--- src/logic/wake_pkg.sv ---
// Constants, register map and types of the wakeup timer and thermal restart.
// Assumes APB byte addresses equal four times the register index.
//
// How it works
// - Armed restart unit pulses core reset when temperature returns to normal.
// - Restart enable is option bit 3 at index 1802; core reset clears it.
// - High select picks hot threshold, else cold; core reset clears it.
// - Enabled unit reaching the selected extreme holds the deepest stop state.
// - No restart unless out-of-range status shows the re-arm range was left.
// - Out-of-range status is test bit 0 at index 180F; core reset sets it.
// - Status 1 allows arming; status 0 refuses setting the enable bit.
// - Status rises past the re-arm threshold, falls on entering reset range.
// - Timer raises wake interrupt and optional periodic reset from 1 ms tick.
// - Oscillator tick path and timer always run; no control stops them.
// - Wakeup and periodic reset can never both be disabled.
// - Wake interrupt output has no mask once generated.
// - Prescaler with 64 settings feeds two cascaded 6-bit counters.
// - Prescaler divides ticks by 504 plus 16 times the prescale field.
// - Wake counter counts prescaled pulses; reset counter counts wake pulses.
// - Counters fire at the programmed count and clear to zero.
// - Reset and wakeup in one cycle: only the reset is issued.
// - Armed and out of range: both events suppressed, counters keep running.
// - Status select bit chooses which counter is read back.
// - Divider bits 7:6 read zero; field resets to 31 only at power-on.
// - Zero wake count disables wakeup, presets 63; refused if reset count zero.
// - Writing one to acknowledge clears the wake flag; acknowledge reads zero.
package wake_pkg;
  // Register indices
  localparam logic [15:0] IDX_DIV  = 16'h0038;
  localparam logic [15:0] IDX_WAKE = 16'h0039;
  localparam logic [15:0] IDX_RST  = 16'h003A;
  localparam logic [15:0] IDX_STAT = 16'h003B;
  localparam logic [15:0] IDX_OPT  = 16'h1802;
  localparam logic [15:0] IDX_TEST = 16'h180F;
  localparam int unsigned ADDR_LSB = 2;
  // Field positions
  localparam int unsigned FLAG_BIT = 7;
  localparam int unsigned ACK_BIT  = 6;
  localparam int unsigned SEL_BIT  = 7;
  localparam int unsigned EN_BIT   = 3;
  localparam int unsigned HI_BIT   = 2;
  localparam int unsigned OOR_BIT  = 0;
  // Reset values and divider figures
  localparam logic [5:0]  PRESCALE_POR = 6'h1F;
  localparam logic [5:0]  COUNT_PRESET = 6'h3F;
  localparam logic [5:0]  COUNT_ZERO   = 6'h00;
  localparam logic [10:0] PRE_BASE     = 11'h1F8;
  localparam int unsigned PRE_SHIFT    = 4;
  // Thermal restart states
  typedef enum logic [1:0] {
    TH_RUN     = 2'b00,
    TH_STOP    = 2'b01,
    TH_RESTART = 2'b10
  } thermal_t;
endpackage : wake_pkg

--- src/logic/timer_if.sv ---
// Signals between register logic and the timer core.
// Assumes both ends sit on the same clock.
interface timer_if;
  logic       tick;
  logic [5:0] prescale;
  logic [5:0] wake_field;
  logic       wake_off;
  logic [5:0] reset_field;
  logic       wake_restart;
  logic       reset_restart;
  logic       suppress;
  logic       wake_evt;
  logic       reset_evt;
  logic [5:0] wake_count;
  logic [5:0] reset_count;
  modport timer (input tick, prescale, wake_field, wake_off, reset_field,
                 wake_restart, reset_restart, suppress,
                 output wake_evt, reset_evt, wake_count, reset_count);
  modport ctrl (output tick, prescale, wake_field, wake_off, reset_field,
                wake_restart, reset_restart, suppress,
                input wake_evt, reset_evt, wake_count, reset_count);
endinterface : timer_if

--- src/logic/wake_thermal_top.sv ---
// Register file, pin synchronisers and thermal restart control.
// Assumes an APB master on mclk_i and asynchronous temperature pins.
//
// The implementer's own choice: the APB register port.
module wake_thermal_top
  import wake_pkg::*;
(
  // Clock and resets
  input  wire logic        mclk_i,
  input  wire logic        rst_i,
  input  wire logic        core_rst_i,
  // APB slave
  input  wire logic        psel_i,
  input  wire logic        penable_i,
  input  wire logic        pwrite_i,
  input  wire logic [15:0] paddr_i,
  input  wire logic [31:0] pwdata_i,
  output logic      [31:0] prdata_o,
  output logic             pready_o,
  output logic             pslverr_o,
  // Oscillator tick and temperature comparators
  input  wire logic        lfo_tick_i,
  input  wire logic        temp_hot_i,
  input  wire logic        temp_cold_i,
  input  wire logic        temp_normal_i,
  // Core side
  output logic             wake_irq_o,
  output logic             core_reset_o,
  output logic             deepest_stop_o
);
  timer_if tif ();

  logic [3:0] sync2;
  logic       tick_prev;
  logic [5:0] prescale;
  logic [5:0] wake_field;
  logic       wake_off;
  logic [5:0] reset_field;
  logic       wake_flag;
  logic       reset_flag;
  logic       stat_sel;
  logic       th_enable;
  logic       th_high;
  logic       oor_status;
  thermal_t   th_state;
  thermal_t   next_th_state;

  ////////////////////////////////////////////////////////////////////
  // Address decode helper
  function automatic logic hit(input logic [15:0] a, input logic [15:0] idx);
    return (a[ADDR_LSB-1:0] == 2'b00) && (a[15:ADDR_LSB] == idx[13:0]);
  endfunction : hit

  ////////////////////////////////////////////////////////////////////
  // Pin synchronisers, two flops each
  wire [3:0] pins = {temp_normal_i, temp_cold_i, temp_hot_i, lfo_tick_i};
  genvar gi;
  generate
    for (gi = 0; gi < 4; gi++) begin : g_sync
      logic meta_ff, stable_ff;
      always_ff @(posedge mclk_i) begin
        if (rst_i) begin
          meta_ff   <= 1'b0;
          stable_ff <= 1'b0;
        end else begin
          meta_ff   <= pins[gi];
          stable_ff <= meta_ff;
        end
      end
      assign sync2[gi] = stable_ff;
    end
  endgenerate

  // Tick edge from the synchronised oscillator
  always_ff @(posedge mclk_i) begin
    if (rst_i)
      tick_prev <= 1'b0;
    else
      tick_prev <= sync2[0];
  end

  wire tick   = sync2[0] && !tick_prev;
  wire hot    = sync2[1];
  wire cold   = sync2[2];
  wire normal = sync2[3];

  ////////////////////////////////////////////////////////////////////
  // Reset sources and bus strobes
  wire any_rst = rst_i || core_rst_i || core_reset_o;
  wire setup   = psel_i && !penable_i && !pready_o;
  wire wr      = psel_i && penable_i && pready_o && pwrite_i;
  wire wr_div  = wr && hit(paddr_i, IDX_DIV);
  wire wr_wake = wr && hit(paddr_i, IDX_WAKE);
  wire wr_rst  = wr && hit(paddr_i, IDX_RST);
  wire wr_stat = wr && hit(paddr_i, IDX_STAT);
  wire wr_opt  = wr && hit(paddr_i, IDX_OPT);
  wire mapped  = hit(paddr_i, IDX_DIV) || hit(paddr_i, IDX_WAKE)
              || hit(paddr_i, IDX_RST) || hit(paddr_i, IDX_STAT)
              || hit(paddr_i, IDX_OPT) || hit(paddr_i, IDX_TEST);

  ////////////////////////////////////////////////////////////////////
  // Count writes: zero handling and restart on change
  wire [5:0] wdat       = pwdata_i[5:0];
  wire       wake_zero  = (wdat == COUNT_ZERO);
  wire       wake_ok    = !(wake_zero && reset_field == COUNT_ZERO);
  wire [5:0] new_wake   = wake_zero ? COUNT_PRESET : wdat;
  wire       rst_ok     = !(wake_zero && wake_off);
  wire       wake_chg   = wr_wake && wake_ok
                       && (new_wake != wake_field || wake_zero != wake_off);
  wire       rst_chg    = wr_rst && rst_ok && (wdat != reset_field);
  wire       wake_ack   = wr_wake && pwdata_i[ACK_BIT];
  wire       rst_ack    = wr_rst && pwdata_i[ACK_BIT];
  wire       next_wake_flag = tif.wake_evt
                           || (wake_flag && !wake_ack);
  wire       next_rst_flag  = tif.reset_evt
                           || (reset_flag && !rst_ack);

  ////////////////////////////////////////////////////////////////////
  // Prescale field, power-on reset only
  always_ff @(posedge mclk_i) begin
    if (rst_i)
      prescale <= PRESCALE_POR;
    else if (wr_div)
      prescale <= wdat;
  end

  // Count fields and disable bit
  always_ff @(posedge mclk_i) begin
    if (any_rst) begin
      wake_field  <= COUNT_PRESET;
      wake_off    <= 1'b0;
      reset_field <= COUNT_PRESET;
    end else begin
      if (wake_chg) begin
        wake_field <= new_wake;
        wake_off   <= wake_zero;
      end
      if (rst_chg)
        reset_field <= wdat;
    end
  end

  // Event flags, set wins over acknowledge
  always_ff @(posedge mclk_i) begin
    if (any_rst) begin
      wake_flag  <= 1'b0;
      reset_flag <= 1'b0;
    end else begin
      wake_flag  <= next_wake_flag;
      reset_flag <= next_rst_flag;
    end
  end

  // Readback select and option bits
  always_ff @(posedge mclk_i) begin
    if (any_rst) begin
      stat_sel  <= 1'b0;
      th_enable <= 1'b0;
      th_high   <= 1'b0;
    end else begin
      if (wr_stat)
        stat_sel <= pwdata_i[SEL_BIT];
      if (wr_opt) begin
        th_enable <= pwdata_i[EN_BIT] && oor_status;
        th_high   <= pwdata_i[HI_BIT];
      end
    end
  end

  ////////////////////////////////////////////////////////////////////
  // Out-of-range status tracking
  wire beyond = th_high ? hot : cold;

  always_ff @(posedge mclk_i) begin
    if (any_rst)
      oor_status <= 1'b1;
    else if (beyond)
      oor_status <= 1'b1;
    else if (normal)
      oor_status <= 1'b0;
  end

  ////////////////////////////////////////////////////////////////////
  // Thermal restart state machine
  always_comb begin
    next_th_state = th_state;
    unique case (th_state)
      TH_RUN:
        if (th_enable && beyond)
          next_th_state = TH_STOP;
      TH_STOP:
        if (th_enable && oor_status && normal)
          next_th_state = TH_RESTART;
      TH_RESTART:
        next_th_state = TH_RUN;
      default:
        next_th_state = TH_RUN;
    endcase
  end

  always_ff @(posedge mclk_i) begin
    if (any_rst)
      th_state <= TH_RUN;
    else
      th_state <= next_th_state;
  end

  ////////////////////////////////////////////////////////////////////
  // Timer core hookup
  assign tif.tick          = tick;
  assign tif.prescale      = prescale;
  assign tif.wake_field    = wake_field;
  assign tif.wake_off      = wake_off;
  assign tif.reset_field   = reset_field;
  assign tif.wake_restart  = wake_chg;
  assign tif.reset_restart = rst_chg;
  assign tif.suppress      = th_enable && oor_status;

  wake_timer u_timer (
    .mclk_i (mclk_i),
    .rst_i  (any_rst),
    .tif    (tif.timer)
  );

  ////////////////////////////////////////////////////////////////////
  // Core side outputs, all registered
  always_ff @(posedge mclk_i) begin
    if (any_rst) begin
      wake_irq_o     <= 1'b0;
      core_reset_o   <= 1'b0;
      deepest_stop_o <= 1'b0;
    end else begin
      wake_irq_o     <= next_wake_flag;
      core_reset_o   <= tif.reset_evt
                     || (next_th_state == TH_RESTART);
      deepest_stop_o <= (next_th_state == TH_STOP);
    end
  end

  ////////////////////////////////////////////////////////////////////
  // Read data mux
  wire [5:0] cnt_sel = stat_sel ? tif.reset_count : tif.wake_count;
  wire [7:0] rd_byte =
    hit(paddr_i, IDX_DIV)  ? {2'b00, prescale} :
    hit(paddr_i, IDX_WAKE) ? {wake_flag, 1'b0, wake_field} :
    hit(paddr_i, IDX_RST)  ? {reset_flag, 1'b0, reset_field} :
    hit(paddr_i, IDX_STAT) ? {stat_sel, 1'b0, cnt_sel} :
    hit(paddr_i, IDX_OPT)  ? 8'(({7'h00, th_enable} << EN_BIT)
                              | ({7'h00, th_high} << HI_BIT)) :
    hit(paddr_i, IDX_TEST) ? 8'({7'h00, oor_status} << OOR_BIT) :
    8'h00;

  // APB answer one cycle after setup
  always_ff @(posedge mclk_i) begin
    if (rst_i) begin
      pready_o  <= 1'b0;
      pslverr_o <= 1'b0;
      prdata_o  <= 32'h0000_0000;
    end else begin
      pready_o <= setup;
      if (setup) begin
        pslverr_o <= !mapped;
        prdata_o  <= {24'h00_0000, rd_byte};
      end else if (pready_o) begin
        pslverr_o <= 1'b0;
      end
    end
  end
endmodule : wake_thermal_top

--- src/logic/wake_timer.sv ---
// Prescaler and the two cascaded counters of the wakeup timer.
// Assumes a one-cycle tick per oscillator period, already synchronised.
module wake_timer
  import wake_pkg::*;
(
  // Clock and core reset
  input wire logic mclk_i,
  input wire logic rst_i,
  // Control side
  timer_if.timer   tif
);
  logic [10:0] pre_cnt;
  logic [5:0]  wake_cnt;
  logic [5:0]  rst_cnt;
  wire  [10:0] pre_last;
  wire         wclk;
  wire         wake_hit;
  wire         rst_hit;

  ////////////////////////////////////////////////////////////////////
  // Terminal counts and events
  assign pre_last = PRE_BASE + (11'(tif.prescale) << PRE_SHIFT)
                  - 11'h001;
  assign wclk     = tif.tick && (pre_cnt == pre_last);
  assign wake_hit = wclk && (wake_cnt + 6'h01 == tif.wake_field);
  assign rst_hit  = wake_hit && (tif.reset_field != COUNT_ZERO)
                 && (rst_cnt + 6'h01 == tif.reset_field);
  // Suppression gates events only, never counting
  assign tif.reset_evt = rst_hit && !tif.suppress;
  assign tif.wake_evt  = wake_hit && !tif.wake_off && !tif.suppress
                      && !rst_hit;
  assign tif.wake_count  = wake_cnt;
  assign tif.reset_count = rst_cnt;

  ////////////////////////////////////////////////////////////////////
  // Prescaler, free running from the tick
  always_ff @(posedge mclk_i) begin
    if (rst_i || wclk)
      pre_cnt <= 11'h000;
    else if (tif.tick)
      pre_cnt <= pre_cnt + 11'h001;
  end

  // Wake counter, cleared on its event or a new count
  always_ff @(posedge mclk_i) begin
    if (rst_i || tif.wake_restart || wake_hit)
      wake_cnt <= COUNT_ZERO;
    else if (wclk)
      wake_cnt <= wake_cnt + 6'h01;
  end

  // Reset counter, clocked by wake terminal counts
  always_ff @(posedge mclk_i) begin
    if (rst_i || tif.reset_restart || rst_hit)
      rst_cnt <= COUNT_ZERO;
    else if (wake_hit)
      rst_cnt <= rst_cnt + 6'h01;
  end
endmodule : wake_timer

--- config.mk ---
export PLATFORM = sky130hd
export DESIGN_NAME = wake_thermal_top
export DESIGN_NICKNAME = d
export VERILOG_FILES = /design/src/logic/wake_pkg.sv /design/src/logic/timer_if.sv /design/src/logic/wake_thermal_top.sv /design/src/logic/wake_timer.sv
export SDC_FILE = /design/constraint.sdc
export NUM_CORES = 1
export LEC_CHECK = 0
export BUFFER_PORTS_ARGS = -buffer_cell sky130_fd_sc_hd__buf_2
export CORE_MARGIN = 3
export CORE_UTILIZATION = 49
export CTS_CLUSTER_DIAMETER = 60
export DETAILED_ROUTE_END_ITERATION = 6
export HOLD_SLACK_MARGIN = 0.1
export PLACE_DENSITY = 0.77
export SKIP_CTS_REPAIR_TIMING = 1
export SLEW_MARGIN = 0
export SYNTH_ARGS = -nofsm -noshare
export SYNTH_HDL_FRONTEND = slang
export SYNTH_SLANG_ARGS = --single-unit
--- constraint.sdc ---
create_clock -name mclk_i -period 2.8 [get_ports mclk_i]
set_clock_uncertainty 0.2 [all_clocks]
set_input_delay 0.14 -clock mclk_i [delete_from_list [all_inputs] [get_ports mclk_i]]
set_output_delay 0.14 -clock mclk_i [all_outputs]
set_load 0.03 [all_outputs]
; Yosys cells after proc, flatten, opt, wreduce, memory -nomap -nowiden
; Index checks and enable logic that the tools add are counted.
[classes]
n_mux = 14
reduce_logical = 73
add_sub_neg = 5
n_eq_ne = 15
bitwise_logic = 1
[ops]
columns = cell, count
row1 = "14-bit by 6-bit == test with 1-bit output, second input constant", 4
row2 = 1-bit logical AND, 39
row3 = 8-bit 2-to-1 mux, 4
row4 = "14-bit by 13-bit == test with 1-bit output, second input constant", 2
row5 = 1-bit logical OR, 16
row6 = "6-bit by 1-bit adder with 6-bit output, second input constant", 2
row7 = 6-bit == test, 2
row8 = 6-bit logical NOT, 2
row9 = 6-bit 2-to-1 mux, 2
row10 = 6-bit inequality test, 2
row11 = "11-bit by 1-bit adder with 11-bit output, second input constant", 1
row12 = "9-bit by 10-bit adder with 11-bit output, first input constant", 1
row13 = 11-bit == test, 1
row14 = 1-bit logical NOT, 11
row15 = "11-bit by 1-bit subtractor with 11-bit output, second input constant", 1
row16 = 6-bit nonzero test, 1
row17 = "2-bit by 1-bit == test with 1-bit output, second input constant", 2
row18 = 2-bit logical NOT, 2
row19 = 1-bit 2-to-1 mux, 4
row20 = 2-bit 2-to-1 mux, 2
row21 = 4-bit 2-to-1 mux, 1
row22 = 4-bit by 3-bit bitwise OR with 4-bit output, 1
row23 = 2-bit case mux with 2 select lines, 1
row24 = "2-bit == test, second input constant", 1
row25 = other kinds (3), 3
[totals]
ff_bits = 71
input_bits = 58
wordCells = 136
output_inout_bits = 37

; Longest topological paths before layout
[logic_depth]
ltp_word = 10
depth_mapped = 11

; Hierarchy
; Synthesis repeated with hierarchy kept, for this count alone.
[unflattened]
cells_unflattened = 479
hier_area_um2 = 4155.2
[by_module_without_submodules]
columns = module, seq_area_each_um2, cells_per_inst, instances, area_each_um2
row1 = wake_thermal_top, 940.9, 288, 1, 2591.2
row2 = wake_timer, 460.4, 191, 1, 1564.0

; Worst setup path after synthesis
; No wires, ideal clock.
[synth_path]
kind = input to register
startpoint = in pwdata_i[0]
endpoint = reg u_timer.wake_cnt[0] (netlist: u_timer.tif.wake_count[0])
stages = 11
t_arrival_ns = 2.328
setup_ns = 0.133
slack_ns = 0.140
t_required_ns = 2.467
path_buffers = 3
path_cell_list = clkbuf_1 > nor4_1 > and3_1 > clkbuf_1 > ha_1 > inv_1 > a32o_1 > a21o_1 > buf_2 > a21oi_1 > nor3_1
[synth_via]
elab_chain_len = 7
[synth_rtl]
columns = element, line
row1 = "start, declared", wake_thermal_top.sv:17  ; input wire logic [31:0] pwdata_i,
row2 = 6-bit logical NOT (*), wake_thermal_top.sv:104  ; wire wake_zero = (wdat == COUNT_ZERO);
row3 = via wake_zero, wake_thermal_top.sv:104
row4 = 6-bit 2-to-1 mux or 1-bit logical AND (tied branches), "wake_thermal_top.sv:106, wake_thermal_top.sv:105"
row5 = 6-bit inequality test or 1-bit logical NOT (tied branches), "wake_thermal_top.sv:109, wake_thermal_top.sv:105"
row6 = 1-bit logical OR or 1-bit logical AND (tied branches), "wake_thermal_top.sv:109, wake_thermal_top.sv:108"
row7 = 1-bit logical AND (*), wake_thermal_top.sv:109  ; && (new_wake != wake_field || wake_zero != wake_off);
row8 = 1-bit logical OR (*) (2 in a row), wake_timer.sv:46  ; if (rst_i || tif.wake_restart || wake_hit)
row9 = "end signal, assigned", wake_timer.sv:49  ; wake_cnt <= wake_cnt + 6'h01;
row10 = "end, declared", wake_timer.sv:13  ; logic [5:0] wake_cnt;
; The timed path passes the listed nets; every way through them passes the cells marked *.
; A chain may end at the register's enable or synchronous reset.

; Worst setup path after layout
[layout_path]
startpoint = reg prescale[1]
endpoint = reg u_timer.wake_cnt[4] (netlist: u_timer.tif.wake_count[4])
[layout_via]
elab_chain_len = 6
[layout_rtl]
columns = element, line
row1 = "start, declared", wake_thermal_top.sv:35  ; logic [5:0] prescale;
row2 = "start signal, assigned", wake_thermal_top.sv:124  ; prescale <= wdat;
row3 = 9-bit by 10-bit adder with 11-bit output (*), wake_timer.sv:22  ; assign pre_last = PRE_BASE + (11'(tif.prescale) << PRE_SHIFT)
row4 = 11-bit by 1-bit subtractor with 11-bit output (*), wake_timer.sv:23  ; - 11'h001;
row5 = 11-bit == test (*), wake_timer.sv:24  ; assign wclk = tif.tick && (pre_cnt == pre_last);
row6 = 1-bit logical AND (*), wake_timer.sv:24
row7 = 1-bit logical AND, wake_timer.sv:25  ; assign wake_hit = wclk && (wake_cnt + 6'h01 == tif.wake_field);
row8 = 1-bit logical OR, wake_timer.sv:46
; Mark *: on every way between the ends. The rest lies on a longest branch, timed or not.

==> results_dict.tcl <==
set metrics [dict create \
    status "finished, final reports clean" \
    worst_setup_path_end_kind "flop" \
    hold_viol_final 0 \
    die_x_um 97.8 \
    synth_top_cell_by_area "dfxtp_1" \
    n_fill_cell 683 \
    seq_area_frac_synth_pct 34.0 \
    dp_hpwl_um 7390 \
    drt-total-wl_um 10700 \
    post-route-drc-count 0 \
    synthTopCellsByCount "dfxtp_1 (70), nor2_1 (39), nand2_1 (36), xnor2_1 (28), buf_4 (26)" \
    design.die.area_mm2 0.00956 \
    netlist_area_mm2 0.00413 \
    syn-mean-instance-area_um2 8.67 \
    criticalPathCategory "flop to flop" \
    fp.dieH_um 97.8 \
    io_pins 95 \
    diodes 0 \
    start_kind "flop" \
    crit_fanout 8 \
    htreeDepth 3 \
    async_flop_share_pct 0 \
    timing.hold.ws_ns 0.0727 \
    crit_arrival_ns 2.74 \
    power_leakage_nw 1.89 \
    grt-ovfl-total 0 \
    yosysMostFrequentCell "dfxtp_1" \
    cts-root-buf "clkbuf_8" \
    ys_ff_latch 70 \
    drive_above_1_share_pct 19.5 \
    antenna_found_initial 0 \
    cts.clk_slew.worst_paths_ns 0.08 \
    cts_inserted_buffers 9 \
    synth_warnings 0 \
    core_mm2 0.00793 \
    clock_latency_ns 0.34 \
    via_per_inst 5.78 \
    grt_pass1_vias 3387 \
    finalSetupViolCount 0 \
    finalPower_mw 2.12 \
    p_per_area_mw_per_mm2 440 \
    relSlewSlack_pct 55.8 \
    drv_slew 0 \
    synth_ff_type "dfxtp_1" \
    synth_edf_count 0 \
    clock.fmax_mhz 373 \
    ys_top_cells_by_area "dfxtp_1 (34%), xnor2_1 (5.9%), buf_4 (4.7%)" \
    cts_tree "yes" \
    portBuffers 45 \
    first_pass_iters 5 \
    drtIter0Drc 339 \
    wl_per_cell_um 16.8 \
    min_period_ns 2.68 \
    tightestPinTransition_ns 0.663 \
    via_count 3700 \
    placementRows 32 \
    yosysUniqueCellTypes 59 \
    final.period_utilization_pct 95.6 \
    syn_inst 476 \
    critPathRequiredTime_ns 2.86 \
    areaGrowthSynthToFinish_pct 16.6 \
    finalNetCount 596 \
    clock-sinks 70 \
    start_util_pct 52.0 \
    cap_violations 0 \
    synth_top_area_share_pct 34.0 \
    grt_max_degree 27 \
    grt_use_total_pct 21.0 \
    final_util_pct 60.7 \
    grt_pass1_wl_um 16500 \
    fin_setup_tns_ns 0 \
    ant_nets 0 \
    vdd_drop_max_mv 0.237 \
    hold_class "input pin to flop" \
    routabilityCongestion 0.854 \
    cts_buffer_depth 2 \
]
per-layer routing:
layer | track usage, % | vias up | wire (um)
met5 | 0 | - | 0
met4 | 6.39 | 0 | 198
met3 | 5.00 | 20 | 762
met2 | 36.0 | 137 | 5290
met1 | 26.3 | 1769 | 4480
li1 | - | 1774 | -
per-stage QoR:
| stage | setup WS (ns) | cells | instance area [um^2] |
|---|---|---|---|
| final | 0.122 | 640 | 4810 |
| after global routing | -0.0225 | 640 | 4810 |
| after CTS | 0.0173 | 620 | 4560 |
| after global placement | 0.128 | 604 | 4340 |
| after floorplan | 0.140 | 500 | 4220 |
| after detailed placement | 0.0771 | 604 | 4340 |
registers in the layout, summed over array words and instances, names as in the netlist, 2 cells and up:
register	flops
u_timer.tif.reset_count	6
prdata_o	7
u_timer.tif.wake_count	6
th_state	2
prescale	6
reset_field	6
g_sync.meta_ff	4
tif.wake_field	6
g_sync.stable_ff	3
u_timer.pre_cnt	11
area by class of cell:
cell class                 instances  area (um^2)  area share (%)
timing repair buffer              74          490            10.2
clock inverter                     6         85.1            1.77
clock buffer                      10          138            2.86
tap                              102          128            2.65
multi-input combinational        364         2520            52.3
sequential                        70         1400            29.1
inverter                          14         52.6            1.09
worst max-delay path: stages (launching register included):
cell and delay [ns]:
dfxtp_1 0.36, inv_1 0.08, ha_2 0.20, or3b_4 0.42
a2111oi_4 0.30, and4bb_2 0.34, nand3_4 0.13, or3_4 0.36
a211oi_2 0.21
worst paths after layout:
path | start | end | slack, ns | cells past startpoint
worst min register to register | g_sync[2].meta_ff | cold | 0.24 | 1
worst min-delay path | pwdata_i[3] | prescale[3] | 0.07 | 4
worst max register to register | prescale[1] | u_timer.tif.wake_count[4] | 0.12 | 8
worst max-delay path | prescale[1] | u_timer.tif.wake_count[4] | 0.12 | 8
placed cells by master, fill, tap and decap left out, types with 6 or more instances in the layout:
cell type,netlist,layout
clkbuf_8,0,10
buf_2,7,45
o32ai_1,9,9
xnor2_1,28,28
xor2_1,15,15
o21ai_0,12,11
nor2b_1,17,17
nor2_1,39,39
nand3_1,9,9
nor4_1,7,7
mux2i_1,13,13
nand4_1,11,11
dfxtp_1,70,70
inv_1,14,14
nor3_1,17,16
buf_4,26,10
nand2_1,36,36
a21oi_1,18,18
conb_1,1,25
dlygate4sd3_1,0,19
a211o_1,6,6
and3_1,9,8
power breakdown:
group	switching [mW]	internal (mW)
clock network	0.391	0.523
registers	0.00390	1.00
logic	0.129	0.0661
total	0.524	1.59
logic make-up after synthesis:
family	synth area share, %
other	0.0909
muxes	6.70
and+or+nand+nor	24.8
xor gates and xnor gates	10.2
AOI/OAI and AO/OA	14.1
adders and majority gates	1.52
buffers and inverters	8.58
DFF	34.0
(Power assumes the default switching activity.)
